**src/hw/microport_pkg.sv**
```systemverilog
// constants, types and state layout shared by the serial microport design.
// assumes a single 100 MHz core clock; every pin arrives asynchronously.
package microport_pkg;

  // ==========================================================================
  // command/address decoding
  localparam logic [5:0] ADDR_CTRL = 6'h3F; // bootload control register
  localparam int MSB_RW_BIT = 7; // read flag position, msb-first mode
  localparam int LSB_RW_BIT = 0; // read flag position, lsb-first mode
  localparam int LSB_ADDR_POS = 2; // lowest address bit, lsb-first mode
  localparam int MSB_TOP_BIT = 7; // first data bit on the line, msb-first
  localparam int ADDR_TOP_BIT = 5; // address bit choosing ctrl or signature

  // ==========================================================================
  // serial framing counts
  localparam logic [4:0] CMD_LAST_EDGE = 5'h07; // eighth rising edge, 0 based
  localparam logic [4:0] DATA_FIRST_EDGE = 5'h08; // no shift before this
  localparam logic [4:0] DATA_LAST_EDGE = 5'h0F; // sixteenth rising edge

  // ==========================================================================
  // control register fields and reset values
  localparam int CTRL_BOOT_BIT = 2; // bootload enable
  localparam int CTRL_EXEC_BIT = 3; // execute from program ram
  localparam logic [3:0] CTRL_RESET = 4'h0; // rom execution, no bootload
  localparam logic [3:0] CTRL_PAD = 4'h0; // unused upper bits read as zero

  // ==========================================================================
  // fill address generator and signature
  localparam logic [12:0] FILL_LIMIT = 13'h1000; // bytes stored per bootload
  localparam logic [12:0] FILL_RESET = 13'h0000; // first program ram address
  localparam logic [7:0] SIG_SEED = 8'hFF; // signature start value
  localparam logic [7:0] SIG_POLY = 8'h1D; // x^8 + x^4 + x^3 + x^2 + 1

  // ==========================================================================
  // types
  typedef enum logic [2:0] {
    ST_IDLE,  // chip select high
    ST_CMD,   // shifting the command/address byte
    ST_FETCH, // read value being selected
    ST_DATA,  // shifting the data byte
    ST_DONE   // waiting for chip select to rise
  } phase_e;

  // one program ram write as it travels through the buffer
  typedef struct packed {
    logic [11:0] addr;
    logic [7:0] data;
  } fill_word_s;

  // complete state of the microport
  typedef struct packed {
    logic cs_s1, cs_s2, cs_s3; // chip select synchroniser plus history
    logic sclk_s1, sclk_s2, sclk_s3; // serial clock synchroniser plus history
    logic ioa_s1, ioa_s2; // bidirectional line input synchroniser
    logic rxb_s1, rxb_s2; // receive line synchroniser
    phase_e phase;
    logic lsb_mode; // lsb-first, single bidirectional line
    logic rw; // 1 = read
    logic [5:0] addr;
    logic [7:0] shreg; // receive shifter
    logic [4:0] bit_cnt; // rising edges seen in this session
    logic [7:0] tx; // transmit shifter
    logic oe; // drive serial_io_a
    logic out_bit;
    logic [3:0] ctrl;
    logic [7:0] sig;
    logic [12:0] fill_cnt;
    logic push_valid;
    fill_word_s push_word;
    logic dev_wr;
    logic [7:0] dev_wdata;
  } port_state_s;

endpackage : microport_pkg

```
**src/hw/serial_microport_bootload.sv**
```systemverilog
// serial microcontroller port with register access and program ram bootload.
// assumes the pins are asynchronous and oversampled by ref_clk_i; the device
// register file and the program ram sit outside on the same clock.
//
// Operation
// - sclk high at select: lsb-first, shared line
// - sclk low at select: msb-first, split lines
// - half duplex, each side ignores idle line
// - eight edges command, eight edges data
// - release shared line while select is high
// - data lsb-first or msb-first per mode
// - command byte arranged differently per mode
// - sample on rising, change on falling
// - registers read/write, program ram write only
// - boot bit in control register at 3fh
// - boot mode writes elsewhere fill program ram
// - fill writes use generated address only
// - reads leave fill address untouched
// - only first 4096 fill writes stored
// - signature updated by fill data only
// - clearing boot bit resets address, signature
// - hardware reset restores ready bootload state
// - control write stores nothing in ram
// - bootload identical in both serial modes
// - boot reads give control or signature
// - normal accesses reach addressed device register
// - ram execution with boot bit clear resets address, signature
module serial_microport_bootload #(
  parameter int FIFO_DEPTH = 16
) (
  // clock and reset
  input wire logic ref_clk_i,
  input wire logic reset_i,
  // serial pins
  input wire logic cs_n_i,
  input wire logic sclk_i,
  input wire logic serial_io_a_i,
  output logic serial_io_a_o,
  output logic serial_io_a_oe_o,
  input wire logic serial_rx_b_i,
  // device register port
  output logic [5:0] dev_addr_o,
  output logic [7:0] dev_wdata_o,
  output logic dev_wr_o,
  input wire logic [7:0] dev_rdata_i,
  // program ram write port
  output logic ram_valid_o,
  output microport_pkg::fill_word_s ram_word_o,
  input wire logic ram_ready_i,
  // execution control
  output logic boot_mode_o,
  output logic exec_ram_o
);

  // ==========================================================================
  // elaboration check
  if (FIFO_DEPTH < 2) begin : g_bad_depth
    $error("serial_microport_bootload needs a fifo depth of at least two");
  end

  // ==========================================================================
  // declarations
  microport_pkg::port_state_s st; // registered state
  microport_pkg::port_state_s nx; // next state
  logic fifo_in_ready; // stalls the pending ram write
  logic sclk_rise; // rising serial clock edge
  logic sclk_fall; // falling serial clock edge
  logic cs_fall; // start of a session
  logic rx_bit; // received line for this mode
  logic [7:0] rx_byte; // shifter including the new bit
  logic [7:0] rd_val; // value returned by a read
  logic ctrl_wr_ev; // control register written this cycle
  logic [3:0] ctrl_wr_val; // value written to it
  logic fill_ev; // fill byte accepted this cycle
  logic [7:0] sig_new; // signature after the accepted byte

  // ==========================================================================
  // edge finding on the second synchroniser stage only
  // the third stage is history only, so each pin edge is acted on exactly once
  assign sclk_rise = st.sclk_s2 && !st.sclk_s3;
  assign sclk_fall = !st.sclk_s2 && st.sclk_s3;
  assign cs_fall = !st.cs_s2 && st.cs_s3;

  // ==========================================================================
  // next state
  always_comb begin
    nx = st;
    rx_bit = 1'b0;
    rx_byte = st.shreg;
    rd_val = dev_rdata_i;
    ctrl_wr_ev = 1'b0;
    ctrl_wr_val = st.ctrl;
    fill_ev = 1'b0;
    sig_new = st.sig;

    // two flip-flops on every pin before any logic looks at it
    nx.cs_s1 = cs_n_i;
    nx.cs_s2 = st.cs_s1;
    nx.cs_s3 = st.cs_s2;
    nx.sclk_s1 = sclk_i;
    nx.sclk_s2 = st.sclk_s1;
    nx.sclk_s3 = st.sclk_s2;
    nx.ioa_s1 = serial_io_a_i;
    nx.ioa_s2 = st.ioa_s1;
    nx.rxb_s1 = serial_rx_b_i;
    nx.rxb_s2 = st.rxb_s1;

    // device register write strobe lasts one cycle
    nx.dev_wr = 1'b0;

    // pending ram write leaves once the buffer takes it
    if (st.push_valid && fifo_in_ready) begin
      nx.push_valid = 1'b0;
    end

    // shared line carries input in lsb-first mode, else the receive line
    rx_bit = st.lsb_mode ? st.ioa_s2 : st.rxb_s2;
    // lsb-first fills from the top, msb-first from the bottom
    rx_byte = st.lsb_mode ? {rx_bit, st.shreg[7:1]} : {st.shreg[6:0], rx_bit};

    // read value selection
    if (st.addr == microport_pkg::ADDR_CTRL) begin
      rd_val = {microport_pkg::CTRL_PAD, st.ctrl};
    end else if (st.ctrl[microport_pkg::CTRL_BOOT_BIT]) begin
      // program ram is never returned, only control or signature
      rd_val = st.addr[microport_pkg::ADDR_TOP_BIT] ?
               {microport_pkg::CTRL_PAD, st.ctrl} : st.sig;
    end else begin
      rd_val = dev_rdata_i;
    end

    if (st.cs_s2) begin
      // select high: idle and release the shared line
      nx.phase = microport_pkg::ST_IDLE;
      nx.oe = 1'b0;
    end else if (cs_fall) begin
      // clock level at select picks the framing for the whole session
      nx.lsb_mode = st.sclk_s2;
      nx.phase = microport_pkg::ST_CMD;
      nx.bit_cnt = '0;
      nx.oe = 1'b0;
    end else begin
      unique case (st.phase)
        microport_pkg::ST_IDLE: begin
          // a session only starts on a select falling edge
          nx.phase = microport_pkg::ST_IDLE;
        end
        microport_pkg::ST_CMD: begin
          // sample on rising edges only
          if (sclk_rise) begin
            nx.shreg = rx_byte;
            nx.bit_cnt = st.bit_cnt + 1'b1;
            if (st.bit_cnt == microport_pkg::CMD_LAST_EDGE) begin
              // read flag is the first bit on the line in either mode
              if (st.lsb_mode) begin
                nx.rw = rx_byte[microport_pkg::LSB_RW_BIT];
                nx.addr = rx_byte[7:microport_pkg::LSB_ADDR_POS];
              end else begin
                nx.rw = rx_byte[microport_pkg::MSB_RW_BIT];
                nx.addr = rx_byte[5:0];
              end
              nx.phase = microport_pkg::ST_FETCH;
            end
          end
        end
        microport_pkg::ST_FETCH: begin
          // address has been out for a cycle, so external data are settled
          nx.tx = rd_val;
          nx.out_bit = st.lsb_mode ? rd_val[0] : rd_val[microport_pkg::MSB_TOP_BIT];
          // drive only for reads; during writes the host ignores the line
          nx.oe = st.rw;
          nx.phase = microport_pkg::ST_DATA;
        end
        microport_pkg::ST_DATA: begin
          // first bit is already out; shift only after a data rising edge
          if (sclk_fall && st.rw && st.bit_cnt != microport_pkg::DATA_FIRST_EDGE) begin
            nx.tx = st.lsb_mode ? {1'b0, st.tx[7:1]} : {st.tx[6:0], 1'b0};
            nx.out_bit = st.lsb_mode ? st.tx[1] : st.tx[6];
          end
          if (sclk_rise) begin
            nx.bit_cnt = st.bit_cnt + 1'b1;
            // receive line is ignored during reads
            if (!st.rw) begin
              nx.shreg = rx_byte;
            end
            if (st.bit_cnt == microport_pkg::DATA_LAST_EDGE) begin
              nx.phase = microport_pkg::ST_DONE;
              if (!st.rw) begin
                // same decode for both modes once the byte is assembled
                if (st.addr == microport_pkg::ADDR_CTRL) begin
                  ctrl_wr_ev = 1'b1;
                  ctrl_wr_val = rx_byte[3:0];
                end else if (st.ctrl[microport_pkg::CTRL_BOOT_BIT]) begin
                  // a word still waiting for the buffer makes this one drop
                  // limitation: a ram side stalled past the buffer depth loses bytes
                  if (st.fill_cnt < microport_pkg::FILL_LIMIT && !nx.push_valid) begin
                    fill_ev = 1'b1;
                    nx.push_valid = 1'b1;
                    nx.push_word.addr = st.fill_cnt[11:0];
                    nx.push_word.data = rx_byte;
                  end
                end else begin
                  nx.dev_wr = 1'b1;
                  nx.dev_wdata = rx_byte;
                end
              end
            end
          end
        end
        microport_pkg::ST_DONE: begin
          // extra clocks are ignored until select rises
          nx.phase = microport_pkg::ST_DONE;
        end
      endcase
    end

    // signature: shift with fixed feedback, then fold in the byte
    sig_new = {st.sig[6:0], 1'b0} ^
              (st.sig[7] ? microport_pkg::SIG_POLY : 8'h00) ^ nx.push_word.data;
    if (fill_ev) begin
      nx.sig = sig_new;
      nx.fill_cnt = st.fill_cnt + 1'b1;
    end

    // control write; boot bit clear restarts address and signature
    if (ctrl_wr_ev) begin
      nx.ctrl = ctrl_wr_val;
      if (!ctrl_wr_val[microport_pkg::CTRL_BOOT_BIT]) begin
        nx.fill_cnt = microport_pkg::FILL_RESET;
        nx.sig = microport_pkg::SIG_SEED;
      end
    end
  end

  // ==========================================================================
  // state register; reset gives the ready bootload state
  always_ff @(posedge ref_clk_i or posedge reset_i) begin
    if (reset_i) begin
      st <= '0;
      // select synchroniser starts at the idle level: no false select edge
      st.cs_s1 <= 1'b1;
      st.cs_s2 <= 1'b1;
      st.cs_s3 <= 1'b1;
      st.phase <= microport_pkg::ST_IDLE;
      st.ctrl <= microport_pkg::CTRL_RESET;
      st.sig <= microport_pkg::SIG_SEED;
      st.fill_cnt <= microport_pkg::FILL_RESET;
    end else begin
      st <= nx;
    end
  end

  // ==========================================================================
  // buffer between the fill logic and the program ram
  fill_fifo #(
    .WIDTH($bits(microport_pkg::fill_word_s)),
    .DEPTH(FIFO_DEPTH)
  ) u_fill_fifo (
    .ref_clk_i(ref_clk_i),
    .reset_i(reset_i),
    .in_valid_i(st.push_valid),
    .in_ready_o(fifo_in_ready),
    .in_data_i(st.push_word),
    .out_valid_o(ram_valid_o),
    .out_ready_i(ram_ready_i),
    .out_data_o(ram_word_o)
  );

  // ==========================================================================
  // outputs straight from the state register
  assign serial_io_a_o = st.out_bit;
  assign serial_io_a_oe_o = st.oe;
  assign dev_addr_o = st.addr;
  assign dev_wdata_o = st.dev_wdata;
  assign dev_wr_o = st.dev_wr;
  assign boot_mode_o = st.ctrl[microport_pkg::CTRL_BOOT_BIT];
  assign exec_ram_o = st.ctrl[microport_pkg::CTRL_EXEC_BIT];
endmodule : serial_microport_bootload

```
**src/hw/fill_fifo.sv**
```systemverilog
// synchronous first-in first-out buffer with a registered read side.
// assumes both sides share the core clock; depth must be a power of two.
module fill_fifo #(
  parameter int WIDTH = 20,
  parameter int DEPTH = 16
) (
  // clock and reset
  input wire logic ref_clk_i,
  input wire logic reset_i,
  // filling side
  input wire logic in_valid_i,
  output logic in_ready_o,
  input wire logic [WIDTH-1:0] in_data_i,
  // draining side
  output logic out_valid_o,
  input wire logic out_ready_i,
  output logic [WIDTH-1:0] out_data_o
);

  localparam int PW = $clog2(DEPTH);

  // ==========================================================================
  // elaboration checks
  if (DEPTH < 2 || (DEPTH & (DEPTH - 1)) != 0) begin : g_bad_depth
    $error("fill_fifo depth must be a power of two of at least two");
  end
  if (WIDTH < 1) begin : g_bad_width
    $error("fill_fifo width must be positive");
  end

  // ==========================================================================
  // storage and pointers
  logic [WIDTH-1:0] mem [DEPTH]; // words not yet moved to the output
  logic [PW-1:0] wr_ptr;
  logic [PW-1:0] rd_ptr;
  logic [PW:0] count; // words held in mem
  logic full_reg; // registered so ready has no path from the drain side
  logic push;
  logic pop;
  logic [PW:0] count_next;

  // a word moves to the output register when it is empty or being taken
  assign push = in_valid_i && !full_reg;
  assign pop = (count != '0) && (!out_valid_o || out_ready_i);
  assign in_ready_o = !full_reg;

  // count of stored words after this edge
  always_comb begin
    count_next = count;
    if (push && !pop) begin
      count_next = count + 1'b1;
    end else if (pop && !push) begin
      count_next = count - 1'b1;
    end
  end

  // memory array, no reset needed on the data
  always_ff @(posedge ref_clk_i) begin
    if (push) begin
      mem[wr_ptr] <= in_data_i;
    end
  end

  // pointers, flags and output register
  always_ff @(posedge ref_clk_i or posedge reset_i) begin
    if (reset_i) begin
      wr_ptr <= '0;
      rd_ptr <= '0;
      count <= '0;
      full_reg <= 1'b0;
      out_valid_o <= 1'b0;
      out_data_o <= '0;
    end else begin
      count <= count_next;
      full_reg <= (count_next == (PW + 1)'(DEPTH));
      if (push) begin
        wr_ptr <= wr_ptr + 1'b1;
      end
      if (pop) begin
        rd_ptr <= rd_ptr + 1'b1;
        out_data_o <= mem[rd_ptr];
        out_valid_o <= 1'b1;
      end else if (out_ready_i) begin
        out_valid_o <= 1'b0;
      end
    end
  end

endmodule : fill_fifo

```
**config.mk**
```make
export PLATFORM = sky130hd
export DESIGN_NAME = serial_microport_bootload
export DESIGN_NICKNAME = d
export VERILOG_FILES = /design/src/hw/microport_pkg.sv /design/src/hw/serial_microport_bootload.sv /design/src/hw/fill_fifo.sv
export SDC_FILE = /design/constraint.sdc
export NUM_CORES = 1
export LEC_CHECK = 0
export BUFFER_PORTS_ARGS = -buffer_cell sky130_fd_sc_hd__buf_2
export CAP_MARGIN = 20
export CORE_ASPECT_RATIO = 0.8
export CORE_MARGIN = 8
export CORE_UTILIZATION = 40
export DETAILED_ROUTE_END_ITERATION = 6
export PLACE_DENSITY = 0.57
export SYNTH_ARGS = -nofsm -noshare
export SYNTH_HDL_FRONTEND = slang
export SYNTH_SLANG_ARGS = --single-unit
export TNS_END_PERCENT = 5
```
**constraint.sdc**
```tcl
create_clock -name ref_clk_i -period 4.4 [get_ports ref_clk_i]
set_clock_uncertainty 0.2 [all_clocks]
set_input_delay 0.22 -clock ref_clk_i [delete_from_list [all_inputs] [get_ports ref_clk_i]]
set_output_delay 0.22 -clock ref_clk_i [all_outputs]
set_load 0.005 [all_outputs]
```
Word-level counts from Yosys, hierarchy flattened
Memories as Yosys holds them, arrays and structs flattened. A register that Yosys moved wholly into a read port is not among the register bits.
Cells that the tools add are included.
{ "totals": {"register_bits": 114, "latchBits": 0, "ramBits": 320, "mem_bits_ro": 0, "in_bits": 15, "output_inout_bits": 40, "word_cells": 174, "memories": 1} }
{ "classes": {"addsub": 6, "multipliers": 0, "n_div": 0, "order_cmp": 1, "eq_ne": 19, "n_shift": 0, "muxes": 72, "n_bitwise": 7, "reduce_logical": 35} }
{ "memory_table": {"columns": ["memory", "depth", "width", "rd", "rd_clocked_by_memory_dff", "write_ports", "line_no", "source"], "rows": [
  ["u_fill_fifo.mem", 16, 20, 1, 1, 1, "fill_fifo.sv:33", "logic [WIDTH-1:0] mem [DEPTH];"]
]} }
{ "ops": {"columns": ["op", "count"], "rows": [
  ["$mux 30", 7],
  ["$mux 21", 5],
  ["$mux 8", 7],
  ["$mux 3", 13],
  ["$mux 1", 28],
  ["$mux 13", 2],
  ["$pmux 13 s2", 1],
  ["$mux 5", 4],
  ["$ne 4x4->1 const B", 4],
  ["$pmux 8 s2", 1],
  ["$reduce_and 8->1", 2],
  ["$pmux 3 s5", 1],
  ["$add 13x1->13 const B", 1],
  ["$lt 13x13->1 const B", 1],
  ["$reduce_and 4->1", 3],
  ["$add 5x1->5 const B", 2],
  ["$logic_and 1x1->1", 10],
  ["$mux 9", 1],
  ["$reduce_and 9->1", 1],
  ["$add 4x1->4 const B", 2],
  ["$logic_not 1->1", 8],
  ["$ne 2x2->1 const B", 4],
  ["$xor 8x5->8", 1],
  ["$xor 8x8->8", 1],
  ["21 further kinds", 30]
]} }

Longest topological paths before layout
Gate-level depths: netlist (run 1).
{ "logic_depth": {"depth_word": 18, "depth_mapped": 10, "mapped_depth_nobuf": 8} }

By module
A second synthesis (run 1) with hierarchy kept.
{ "unflattened": {"cells_unflattened": 1097, "hier_area_um2": 18596.6} }
{ "by_module_without_submodules": {"columns": ["mod", "instances", "cells_per_inst", "area_each_um2", "seq_area_each_um2"], "rows": [
  ["fill_fifo", 1, 626, 13666.9, 10485.1],
  ["serial_microport_bootload", 1, 471, 4929.7, 2491.1]
]} }

Least setup slack after synthesis (run 1)
OpenSTA, ideal clock, no wires.
{ "synth_timing": {"path_type": "reg-to-reg", "start": "register st[65] (netlist name)", "end": "register st, in the netlist dev_wdata_o[0]", "setup_ps": 129, "t_arrival_ps": 2001, "t_required_ps": 4071, "path_slack_ps": 2070, "path_stages_with_launch": 11, "path_buffers": 2, "synth_period_minus_slack_ps": 2330, "cell_sequence": "dfrtp_1 ha_1 and3_1 ha_1 and3b_1 nand3_4 or3_1 buf_2 buf_6 nand2_1 o21ai_2"} }
{ "synth_between": {"elab_chain_len": 2} }
{ "synth_rtl": {"columns": ["item", "line_no", "source"], "rows": [
  ["from (decl)", "serial_microport_bootload.sv:63", "microport_pkg::port_state_s st;"],
  ["from (signal assigned)", "serial_microport_bootload.sv:249", "st <= nx;"],
  ["$eq 5x4->1", "serial_microport_bootload.sv:186", "if (st.bit_cnt == microport_pkg::DATA_LAST_EDGE) begin"],
  ["$reduce_and 8->1 (no source line)", null, null]
]} }
Every way passes these cells.
A chain may end at the register's enable or synchronous reset.

Worst setup path after layout (run 1)
{ "layout_timing": {"start": "register u_fill_fifo.count[0]", "end": "register u_fill_fifo.out_data_o[7] (read register of u_fill_fifo.mem)"} }
{ "layout_between": {"elab_chain_len": 2} }
{ "layout_rtl": {"columns": ["item", "line_no", "source"], "rows": [
  ["from (decl)", "fill_fifo.sv:36", "logic [PW:0] count;"],
  ["from (signal assigned)", "fill_fifo.sv:74", "count <= count_next;"],
  ["$reduce_bool 5->1", "fill_fifo.sv:44", "assign pop = (count != '0) && (!out_valid_o || out_ready_i);"],
  ["$logic_and 1x1->1", "fill_fifo.sv:44", null],
  ["to (decl)", "fill_fifo.sv:17", "output logic [WIDTH-1:0] out_data_o"]
]} }
Every way passes these cells.

==> out/qor.yml, run 1 <==
floorplanning:
  dieWidth_um: 256
  rows: 70
  initial_core_util: 0.405
  die_h_um: 208
  coreArea_sq_um: 45600
  io-pin-count: 55
  dieArea_sq_um: 53400
placed_design:
  dp_hpwl_mm: 25.8
  placed_cell_area_sq_um: 19400
  place.gp.congestion: 0.792
  portBuffers: 54
worst_setup_path:
  crit_buf_inv: 1
  crit_path_start: "u_fill_fifo.count[0]"
  ff2ff_path_depth: 6
  r2r_start: "u_fill_fifo.count[0]"
  reg2reg_to: "u_fill_fifo.out_data_o[7]"
  critPathKind: "register to register"
  r2r_slack_ps: 1580
  crit_path_start_kind: "register"
  worstPathCellList: "inv_1 -> ha_1 -> nor4b_4 -> or3_1 -> o22ai_1 -> a21o_1"
  arrival_ps: 3080
  path_delay_family: "simple AND/OR/NAND/NOR gates"
  crit_fanout: 20
  slowest_stage: "or3_1"
  end_kind: "register"
  worstPathRequired_ps: 4670
  slowest_delay_ps: 910
synthesis:
  synthArstFlopShare: 0.295
  yosysWarnings: 0
  netlist.top_cell.by_area: "edfxtp_1"
  ys_types: 69
  ys_ff_latch: 454
  yosysSeqAreaShare: 0.702
  synth_top_area_frac: 0.520
  ys.flop_type: "edfxtp_1"
  synth_nets: 1143
  synth_edf_count: 320
  synth_area_sq_um: 18500
  synthCells: 1117
  syn_avg_cell_area_sq_um: 16.5
  synth.area.top_cells: "edfxtp_1, dfrtp_1, mux4_2, mux2i_1, nand2_1"
timing:
  hold_viol: 0
  fin_crit_sh: 0.641
  fin_setup_tns_ps: 0
  fmax_mhz: 355
  slew_violations: 0
  period_minus_slack_ps: 2820
  finalSetupViolCount: 0
  slew_headroom: 0.242
  worst_pin_slew_ps: 1110
  rsz0062_at_grt: "no"
clock_tree:
  clkSinkCount: 454
  clkLatencyLatePin_ps: 580
  htreeDepth: 2
  root_buffer: "clkbuf_16"
  cts_buffers: 46
  clock_path_buffers: 3
  cts_tree: "done"
  cts_setup_buffers: 0
  clk_pin_slew_ps: 60
drt:
  dr.pass1.iters: 5
  wl_per_cell_um: 22.6
  drt_wl_total_mm: 41.3
  remaining_drc_errors: 0
  viasPerCell: 5.40
  ant_nets: 0
  vias: 9884
  first_iter_violations: 745
global_routing:
  grt_pass1_wl_mm: 64.0
  grt_pass1_vias: 9990
  grt_overflow: 0
  grt_max_degree: 69
  grt_antenna_before_repair: 0
  grt_use_total: 0.155
cells_and_area:
  drive_gt1_frac: 0.218
  final_common_cell: "edfxtp_1"
  largest_reg_flops: 320
  fin_area_sq_um: 21000
  largest-register: "u_fill_fifo.mem"
  finalNetCount: 1206
  largestRegisters: "u_fill_fifo.mem (320), st (74), u_fill_fifo.out_data_o (20)"
  final_cell_mix: "edfxtp_1, dfrtp_1, nand2_1"
  synthToLayoutAreaGrowth_pct: 13.9
power_and_ir_drop:
  powerDensity_nw_per_um2: 496
  ir_drop_v: 0.000268
  p_leak_nw: 6.78
run:
  drv_cap: 0
hold_path:
  hp-start: "dev_rdata_i[1]"
  min_delay_path_depth: 5
  hp-class: "primary input to register"
  hold_path_end: "st[58]"
run_status:
  run_status: "finished, final reports clean"
[tightest hold or removal path, delay by kind of cell]
kind / cells / cell delay (ps)
AND/OR/NAND/NOR: 1 / 40
buffers and inverters: 1 / 80
AO/OA/AOI/OAI: 3 / 450
[cell type report]
class | instances | area, sq um
fillers | 3895 | 24600
flip-flops and latches | 454 | 13000
multi-input cells | 574 | 5020
clock buffers | 61 | 1250
well taps | 612 | 766
repair buffers | 91 | 711
clock inverters | 23 | 251
inverters | 13 | 53.8
diodes | 2 | 5.00
[how the worst max path moves through the flow]
stage	endpoint	cells past startpoint	slack, ps
floorplan	boot_mode_o	1	420
global placement	u_fill_fifo.mem[3][8]	3	1630
detailed placement	u_fill_fifo.out_data_o[7]	6	1550
CTS	u_fill_fifo.out_data_o[7]	6	1570
global route	st[38]	8	1400
finish	u_fill_fifo.out_data_o[7]	6	1580
[routing by layer]
layer	vias to the layer above	global-route usage	routed length, um
li1	4418	-	-
met1	5184	0.232	19800
met2	224	0.232	18600
met3	58	0.0281	2130
met4	0	0.0408	785
met5	-	0	0
[kinds of logic after synthesis]
logic type               synth area share
multiplexers                        0.129
XOR/XNOR                           0.0137
flip-flops                          0.702
buffers and inverters              0.0256
adder cells (fa/ha/maj)           0.00745
AO/OA/AOI/OAI                      0.0554
AND/OR/NAND/NOR                    0.0666
[where the power goes]
| part | switching [W] | total, W | internal [W] | leakage (nW) |
|---|---|---|---|---|
| clock network | 0.00163 | 0.00392 | 0.00229 | 0.731 |
| registers | 0.000388 | 0.00509 | 0.00470 | 3.88 |
| logic | 0.000732 | 0.00144 | 0.000710 | 2.17 |
| total | 0.00274 | 0.0104 | 0.00770 | 6.78 |
[stage by stage]
stage / setup WS, ps / hold slack [ps] / instances / util / power (W)
floorplan: 415 / 24.5 / 1117 / - / 0.00613
global placement: 1630 / 125 / 1728 / 0.422 / 0.00664
detailed placement: 1550 / 126 / 1732 / 0.424 / 0.00665
CTS: 1570 / 18.0 / 1825 / 0.459 / 0.0106
global route: 1400 / 50.9 / 1828 / 0.461 / 0.0109
finish: 1580 / 53.0 / 1830 / 0.461 / 0.0104
[cells in the mapped netlist, drive strengths merged, types with 3 or more instances]
| library cell | count |
|---|---|
| or3 | 4 |
| nand2b | 3 |
| clkbuf | 23 |
| xnor2 | 23 |
| a31oi | 4 |
| and2 | 17 |
| o31ai | 3 |
| mux2i | 53 |
| nor4bb | 3 |
| a21o | 23 |
| or2 | 3 |
| o211ai | 10 |
| nor3b | 3 |
| a22oi | 3 |
| and3b | 3 |
| buf | 53 |
| xor2 | 6 |
| dfrtp | 123 |
| nor2 | 45 |
| nor4 | 8 |
| inv | 13 |
| nor3 | 14 |
| mux2 | 4 |
| o21ai | 36 |
| nand3 | 8 |
| nand3b | 3 |
| dfstp | 11 |
| a21oi | 39 |
| nor2b | 10 |
| ha | 11 |
| mux4 | 80 |
| edfxtp | 320 |
| nand2 | 95 |
| nand4 | 11 |
| o22ai | 21 |
| and3 | 3 |
[timing repair]
item,in CTS,in global routing
hold buffers,9,0
hold endpoints to repair,76,0
resized for setup,0,0
(Power assumes the default switching activity.)
==> run 2: changes to the inputs <==
Settings changed: PLACE_DENSITY 0.57 to 0.59.
Clock period 4.4 ns to 2.5 ns, I/O delays scaled along.
==> run 2 against run 1 <==
Against the previous run: clock-buffer cell count is 3 lower; fmax rose by 19%; power rose by 79%; worst hold slack got worse by 17 ps; via count increased by 0.82%; design area increased by 1.7%; critical endpoint is now dev_wdata_o[5]; non-clock buffer count grew 46; sequential cell count did not move; critical path type unchanged; sequential power grew 68%; largest power group unchanged; critical path depth up 3.
==> out/qor.yml, run 2 (same netlist as run 1, synthesis figures left out) <==
floorplanning:
  dieArea_sq_um: 53400  # unchanged
  io-pin-count: 55  # unchanged
  initial_core_util: 0.405  # unchanged
  die_h_um: 208  # unchanged
  rows: 70  # unchanged
  coreArea_sq_um: 45600  # unchanged
  dieWidth_um: 256  # unchanged
cells_and_area:
  finalNetCount: 1252  # was 1206
  fin_area_sq_um: 21400  # was 21000 sq um
  final_cell_mix: "edfxtp_1, dfrtp_1, nand2_1"  # unchanged
  largest-register: "u_fill_fifo.mem"  # unchanged
  post-route-util: 0.469  # was 0.461
  largest_reg_flops: 320  # unchanged
  final_common_cell: "edfxtp_1"  # unchanged
  synthToLayoutAreaGrowth_pct: 15.9  # was 13.9%
  drive_gt1_frac: 0.241  # was 0.218
  largestRegisters: "u_fill_fifo.mem (320), st (74), u_fill_fifo.out_data_o (20)"  # unchanged
  insertedDiodeCount: 0  # was 2
global_routing:
  grt.met1_usage: 0.222  # was 0.232
  grt_pass1_wl_mm: 63.8  # was 64.0 mm
  grt_pass1_vias: 10300  # was 9990
  busiest_layer: "met2"  # unchanged
  grt_max_degree: 134  # was 69
  met2_usage: 0.245  # was 0.232
  grt_use_total: 0.153  # was 0.155
  grt_overflow: 0  # unchanged
  met3_usage: 0.0219  # was 0.0281
  grt_antenna_before_repair: 0  # unchanged
worst_setup_path:
  worstPathRequired_ps: 2710  # was 4670 ps
  slowest_delay_ps: 390  # was 910 ps
  cp_common_cell: "ha_1"
  end_kind: "register"  # unchanged
  path_delay_family: "simple AND/OR/NAND/NOR gates"  # unchanged
  arrival_ps: 2570  # was 3080 ps
  crit_buf_inv: 1  # unchanged
  critPathKind: "register to register"  # unchanged
  worstPathCellList: "ha_1 -> and3_1 -> ha_1 -> and3b_2 -> nand3_4 -> or3_1 -> buf_4 -> nand2_1 -> o21ai_1"  # was inv_1 -> ha_1 -> nor4b_4 -> or3_1 -> o22ai_1 -> a21o_1
  slowest_stage: "dfrtp_1"  # was or3_1
  crit_path_start_kind: "register"  # unchanged
  crit_fanout: 17  # was 20
drt:
  vias: 9965  # was 9884
  viasPerCell: 5.32  # was 5.40
  dr.pass1.iters: 6  # was 5
  ant_nets: 0  # unchanged
  first_iter_violations: 734  # was 745
  remaining_drc_errors: 0  # unchanged
  drt_wl_total_mm: 40.7  # was 41.3 mm
  wl_per_cell_um: 21.7  # was 22.6 um
clock_tree:
  clk_pin_slew_ps: 60  # about the same
  cts_setup_buffers: 0  # unchanged
  root_buffer: "clkbuf_16"  # unchanged
  clkLatencyLatePin_ps: 540  # was 580 ps
  cts_buffers: 46  # unchanged
  clock_path_buffers: 3  # unchanged
  htreeDepth: 2  # unchanged
  cts_tree: "done"  # unchanged
  clkSinkCount: 454  # unchanged
timing:
  worst_pin_slew_ps: 760  # was 1110 ps
  fin_setup_tns_ps: 0  # unchanged
  holdWs_ps: 35.6  # was 53.0 ps
  slew_headroom: 0.493  # was 0.242
  fin_crit_sh: 0.944  # was 0.641
  hold_viol: 0  # unchanged
  fmax_mhz: 424  # was 355 MHz
  finalSetupViolCount: 0  # unchanged
  slew_violations: 0  # unchanged
  period_minus_slack_ps: 2360  # was 2820 ps
  rsz0062_at_grt: "no"  # unchanged
placed_design:
  placed_cell_area_sq_um: 19700  # was 19400 sq um
  place.gp.congestion: 0.784  # was 0.792
  dp_hpwl_mm: 25.1  # was 25.8 mm
  portBuffers: 54  # unchanged
hold_path:
  hp-class: "primary input to register"  # unchanged
run:
  drv_cap: 0  # unchanged
run_status:
  run_status: "finished, final reports clean"  # unchanged
power_and_ir_drop:
  powerDensity_nw_per_um2: 873  # was 496 nW/um^2
  p_leak_nw: 7.01  # was 6.78 nW
  ir_drop_v: 0.000556  # was 0.000268 V
==> run 2: final cells by class <==
class,instances,area [sq um]
Fill cell,3888,24200
Sequential cell,454,13000
Multi-Input combinational cell,574,5030
Clock buffer,58,1250
Timing Repair Buffer,137,1050
Tap cell,612,766
Clock inverter,26,280
Inverter,13,52.6
==> run 2: routing by layer <==
layer / vias up / wire, um
met1: 5183 / 19300
met5: - / 0
met2: 228 / 19100
met4: 0 / 532
met3: 47 / 1770
li1: 4507 / -
==> run 2: path summary, 6_finish.rpt <==
kind                               from               endpoint  slack, ps  cells past startpoint
worst min-delay path             sclk_i                 nx[94]         40                      2
min in group asynchronous       reset_i               dev_wr_o        390                      4
worst min register to register   nx[94]                 nx[93]        150                      0
max in group asynchronous       reset_i  u_fill_fifo.rd_ptr[0]        710                      5
worst max-delay path             st[66]         dev_wdata_o[5]        140                      9
worst max register to register   st[66]         dev_wdata_o[5]        140                      9
==> run 2: timing repair <==
item                                   CTS  global route
hold buffers                            15             0
endpoints found under the hold margin  140             0
setup endpoints to repair                0            49
gates resized for setup                  0             3
==> run 2: power breakdown <==
| group | leakage [nW] | internal, W | total, W | switching (W) |
|---|---|---|---|---|
| registers | 3.88 | 0.00828 | 0.00854 | 0.000263 |
| logic | 2.39 | 0.00145 | 0.00320 | 0.00175 |
| clock network | 0.743 | 0.00415 | 0.00694 | 0.00279 |
| total | 7.01 | 0.0139 | 0.0187 | 0.00481 |
==> run 2: through the flow <==
step	power, W	setup slack [ps]	cells
after CTS	0.0190	39.0	1874
after global placement	0.0119	93.7	1775
after detailed placement	0.0120	53.3	1775
after global routing	0.0195	15.2	1874
after floorplan	0.0108	170	1117
final	0.0187	141	1874
==> run 3: changes to the inputs <==
Settings changed: CORE_UTILIZATION 40 to 25, PLACE_DENSITY 0.59 to 0.42.
==> run 3 against run 2 <==
Against the previous run: wire length is 15% higher; largest cell class unchanged; highest routed layer unchanged; worst setup slack worse by 15 ps; design area is 3.9% higher; critical endpoint is now dev_wdata_o[4]; via count is 0.20% higher; largest power group unchanged; core utilization is 17 points lower; clock-buffer cell count is 3 lower; sequential share of layout area is 2.3 points lower.
==> out/qor.yml, run 3 (same netlist as run 1, synthesis figures left out) <==
run_status:
  run_status: "finished, final reports clean"  # unchanged
worst_setup_path:
  worstPathCellList: "ha_1 -> and3_1 -> ha_1 -> and3b_1 -> nand3_4 -> or3_1 -> buf_4 -> nand2_1 -> o21ai_1"  # was ha_1 -> and3_1 -> ha_1 -> and3b_2 -> nand3_4 -> or3_1 -> buf_4 -> nand2_1 -> o21ai_1
  worstPathRequired_ps: 2750  # was 2710 ps
  arrival_ps: 2620  # was 2570 ps
  crit_buf_inv: 1  # unchanged
  crit_path_start_kind: "register"  # unchanged
  r2r_slack_ps: 130  # was 140 ps
  end_kind: "register"  # unchanged
  ff2ff_path_depth: 9  # unchanged
  slowest_stage: "dfrtp_1"  # unchanged
  reg2reg_to: "dev_wdata_o[4]"  # was dev_wdata_o[5]
  slowest_delay_ps: 390  # about the same
  crit_fanout: 17  # unchanged
  path_delay_family: "simple AND/OR/NAND/NOR gates"  # unchanged
  cp_common_cell: "ha_1"  # unchanged
  critPathKind: "register to register"  # unchanged
  r2r_start: "st[66]"  # unchanged
timing:
  fin_crit_sh: 0.950  # was 0.944
  fmax_mhz: 421  # was 424 MHz
  rsz0062_at_grt: "yes"  # was no
  hold_viol: 0  # unchanged
  finalSetupViolCount: 0  # unchanged
  slew_violations: 0  # unchanged
  slew_headroom: 0.508  # was 0.493
  worst_pin_slew_ps: 739  # was 760 ps
  holdWs_ps: 147  # was 35.6 ps
  period_minus_slack_ps: 2370  # was 2360 ps
floorplanning:
  die_h_um: 259  # was 208 um
  initial_core_util: 0.251  # was 0.405
  coreArea_sq_um: 73500  # was 45600 sq um
  io-pin-count: 55  # unchanged
  dieArea_sq_um: 82900  # was 53400 sq um
  dieWidth_um: 320  # was 256 um
  rows: 89  # was 70
drt:
  first_iter_violations: 655  # was 734
  drt_wl_total_mm: 46.6  # was 40.7 mm
  remaining_drc_errors: 0  # unchanged
  dr.pass1.iters: 5  # was 6
  viasPerCell: 4.46  # was 5.32
  ant_nets: 0  # unchanged
  vias: 9985  # was 9965
  wl_per_cell_um: 20.8  # was 21.7 um
clock_tree:
  cts_buffers: 47  # was 46
  cts_setup_buffers: 0  # unchanged
  cts_tree: "done"  # unchanged
  clkSinkCount: 454  # unchanged
  clock_path_buffers: 3  # unchanged
  clkLatencyLatePin_ps: 600  # was 540 ps
  root_buffer: "clkbuf_16"  # unchanged
  clk_pin_slew_ps: 60  # about the same
  htreeDepth: 2  # unchanged
cells_and_area:
  post-route-util: 0.303  # was 0.469
  largest-register: "u_fill_fifo.mem"  # unchanged
  finalNetCount: 1274  # was 1252
  final_common_cell: "edfxtp_1"  # unchanged
  insertedDiodeCount: 0  # unchanged
  largestRegisters: "u_fill_fifo.mem (320), st (74), u_fill_fifo.out_data_o (20)"  # unchanged
  synthToLayoutAreaGrowth_pct: 20.5  # was 15.9%
  final_cell_mix: "edfxtp_1, dfrtp_1, nand2_1"  # unchanged
  largest_reg_flops: 320  # unchanged
  drive_gt1_frac: 0.257  # was 0.241
placed_design:
  place.gp.congestion: 0.749  # was 0.784
  portBuffers: 54  # unchanged
  dp_hpwl_mm: 29.2  # was 25.1 mm
hold_path:
  hp-class: "register to register"  # was primary input to register
  hold_path_end: "st[89]"  # was nx[94]
  hp-start: "nx[89]"  # was sclk_i
  min_delay_path_depth: 0  # was 2
global_routing:
  grt_pass1_wl_mm: 70.6  # was 63.8 mm
  grt_pass1_vias: 10500  # was 10300
  grt_antenna_before_repair: 0  # unchanged
  grt_use_total: 0.112  # was 0.153
  grt_overflow: 0  # unchanged
  grt_max_degree: 55  # was 134
power_and_ir_drop:
  powerDensity_nw_per_um2: 866  # was 873 nW/um^2
  p_leak_nw: 7.19  # was 7.01 nW
  ir_drop_v: 0.000459  # was 0.000556 V
run:
  drv_cap: 0  # unchanged
==> run 3: through the flow <==
step / cells / area, sq um / TNS [ps] / worst slack (ps) / power [W]
3_3_place_gp: 2135 / 20500 / -30.1 / -30.1 / 0.0123
2_1_floorplan: 1117 / 18500 / 0 / 170 / 0.0108
5_1_grt: 2241 / 22300 / -63.0 / -32.1 / 0.0202
3_5_place_dp: 2135 / 20500 / -28.4 / -28.4 / 0.0123
4_1_cts: 2241 / 22300 / 0 / 121 / 0.0197
6_report: 2241 / 22300 / 0 / 126 / 0.0193
==> run 3: final cells by class <==
type | count | area [sq um]
Clock buffer | 55 | 1240
Fill cell | 7232 | 51200
Inverter | 13 | 52.6
Sequential cell | 454 | 13000
Timing Repair Buffer | 158 | 1400
Tap cell | 955 | 1190
Clock inverter | 32 | 353
Multi-Input combinational cell | 574 | 5030
==> run 3: worst max-delay path by stage <==
stage                       from             end  slack, ps  cells past startpoint
after detailed placement  st[66]          st[29]        -30                      7
after global placement    st[66]          st[29]        -30                      7
after CTS                 st[66]  dev_wdata_o[4]        120                      9
after floorplan           st[65]  dev_wdata_o[0]        170                     10
after global routing      st[66]          st[39]        -30                      9
final                     st[66]  dev_wdata_o[4]        130                      9
==> run 3: where the power goes <==
part	switching (W)	internal [W]
registers	0.000406	0.00828
clock network	0.00313	0.00412
logic	0.00171	0.00163
==> run 3: layer usage <==
| metal | share of wire | global-route usage | wire length, um | vias up |
|---|---|---|---|---|
| met2 | 0.45 | 0.172 | 20800 | 147 |
| met4 | 0.016 | 0.0250 | 764 | 0 |
| li1 | - | - | - | 4573 |
| met5 | 0 | 0 | 0 | - |
| met3 | 0.035 | 0.0195 | 1660 | 54 |
| met1 | 0.50 | 0.165 | 23400 | 5211 |
==> run 3: repair_timing <==
item,CTS,global route
endpoints found under the setup margin,1,2
pin swaps,0,0
hold buffers,19,0
gates resized for setup,1,0
endpoints found under the hold margin,144,0
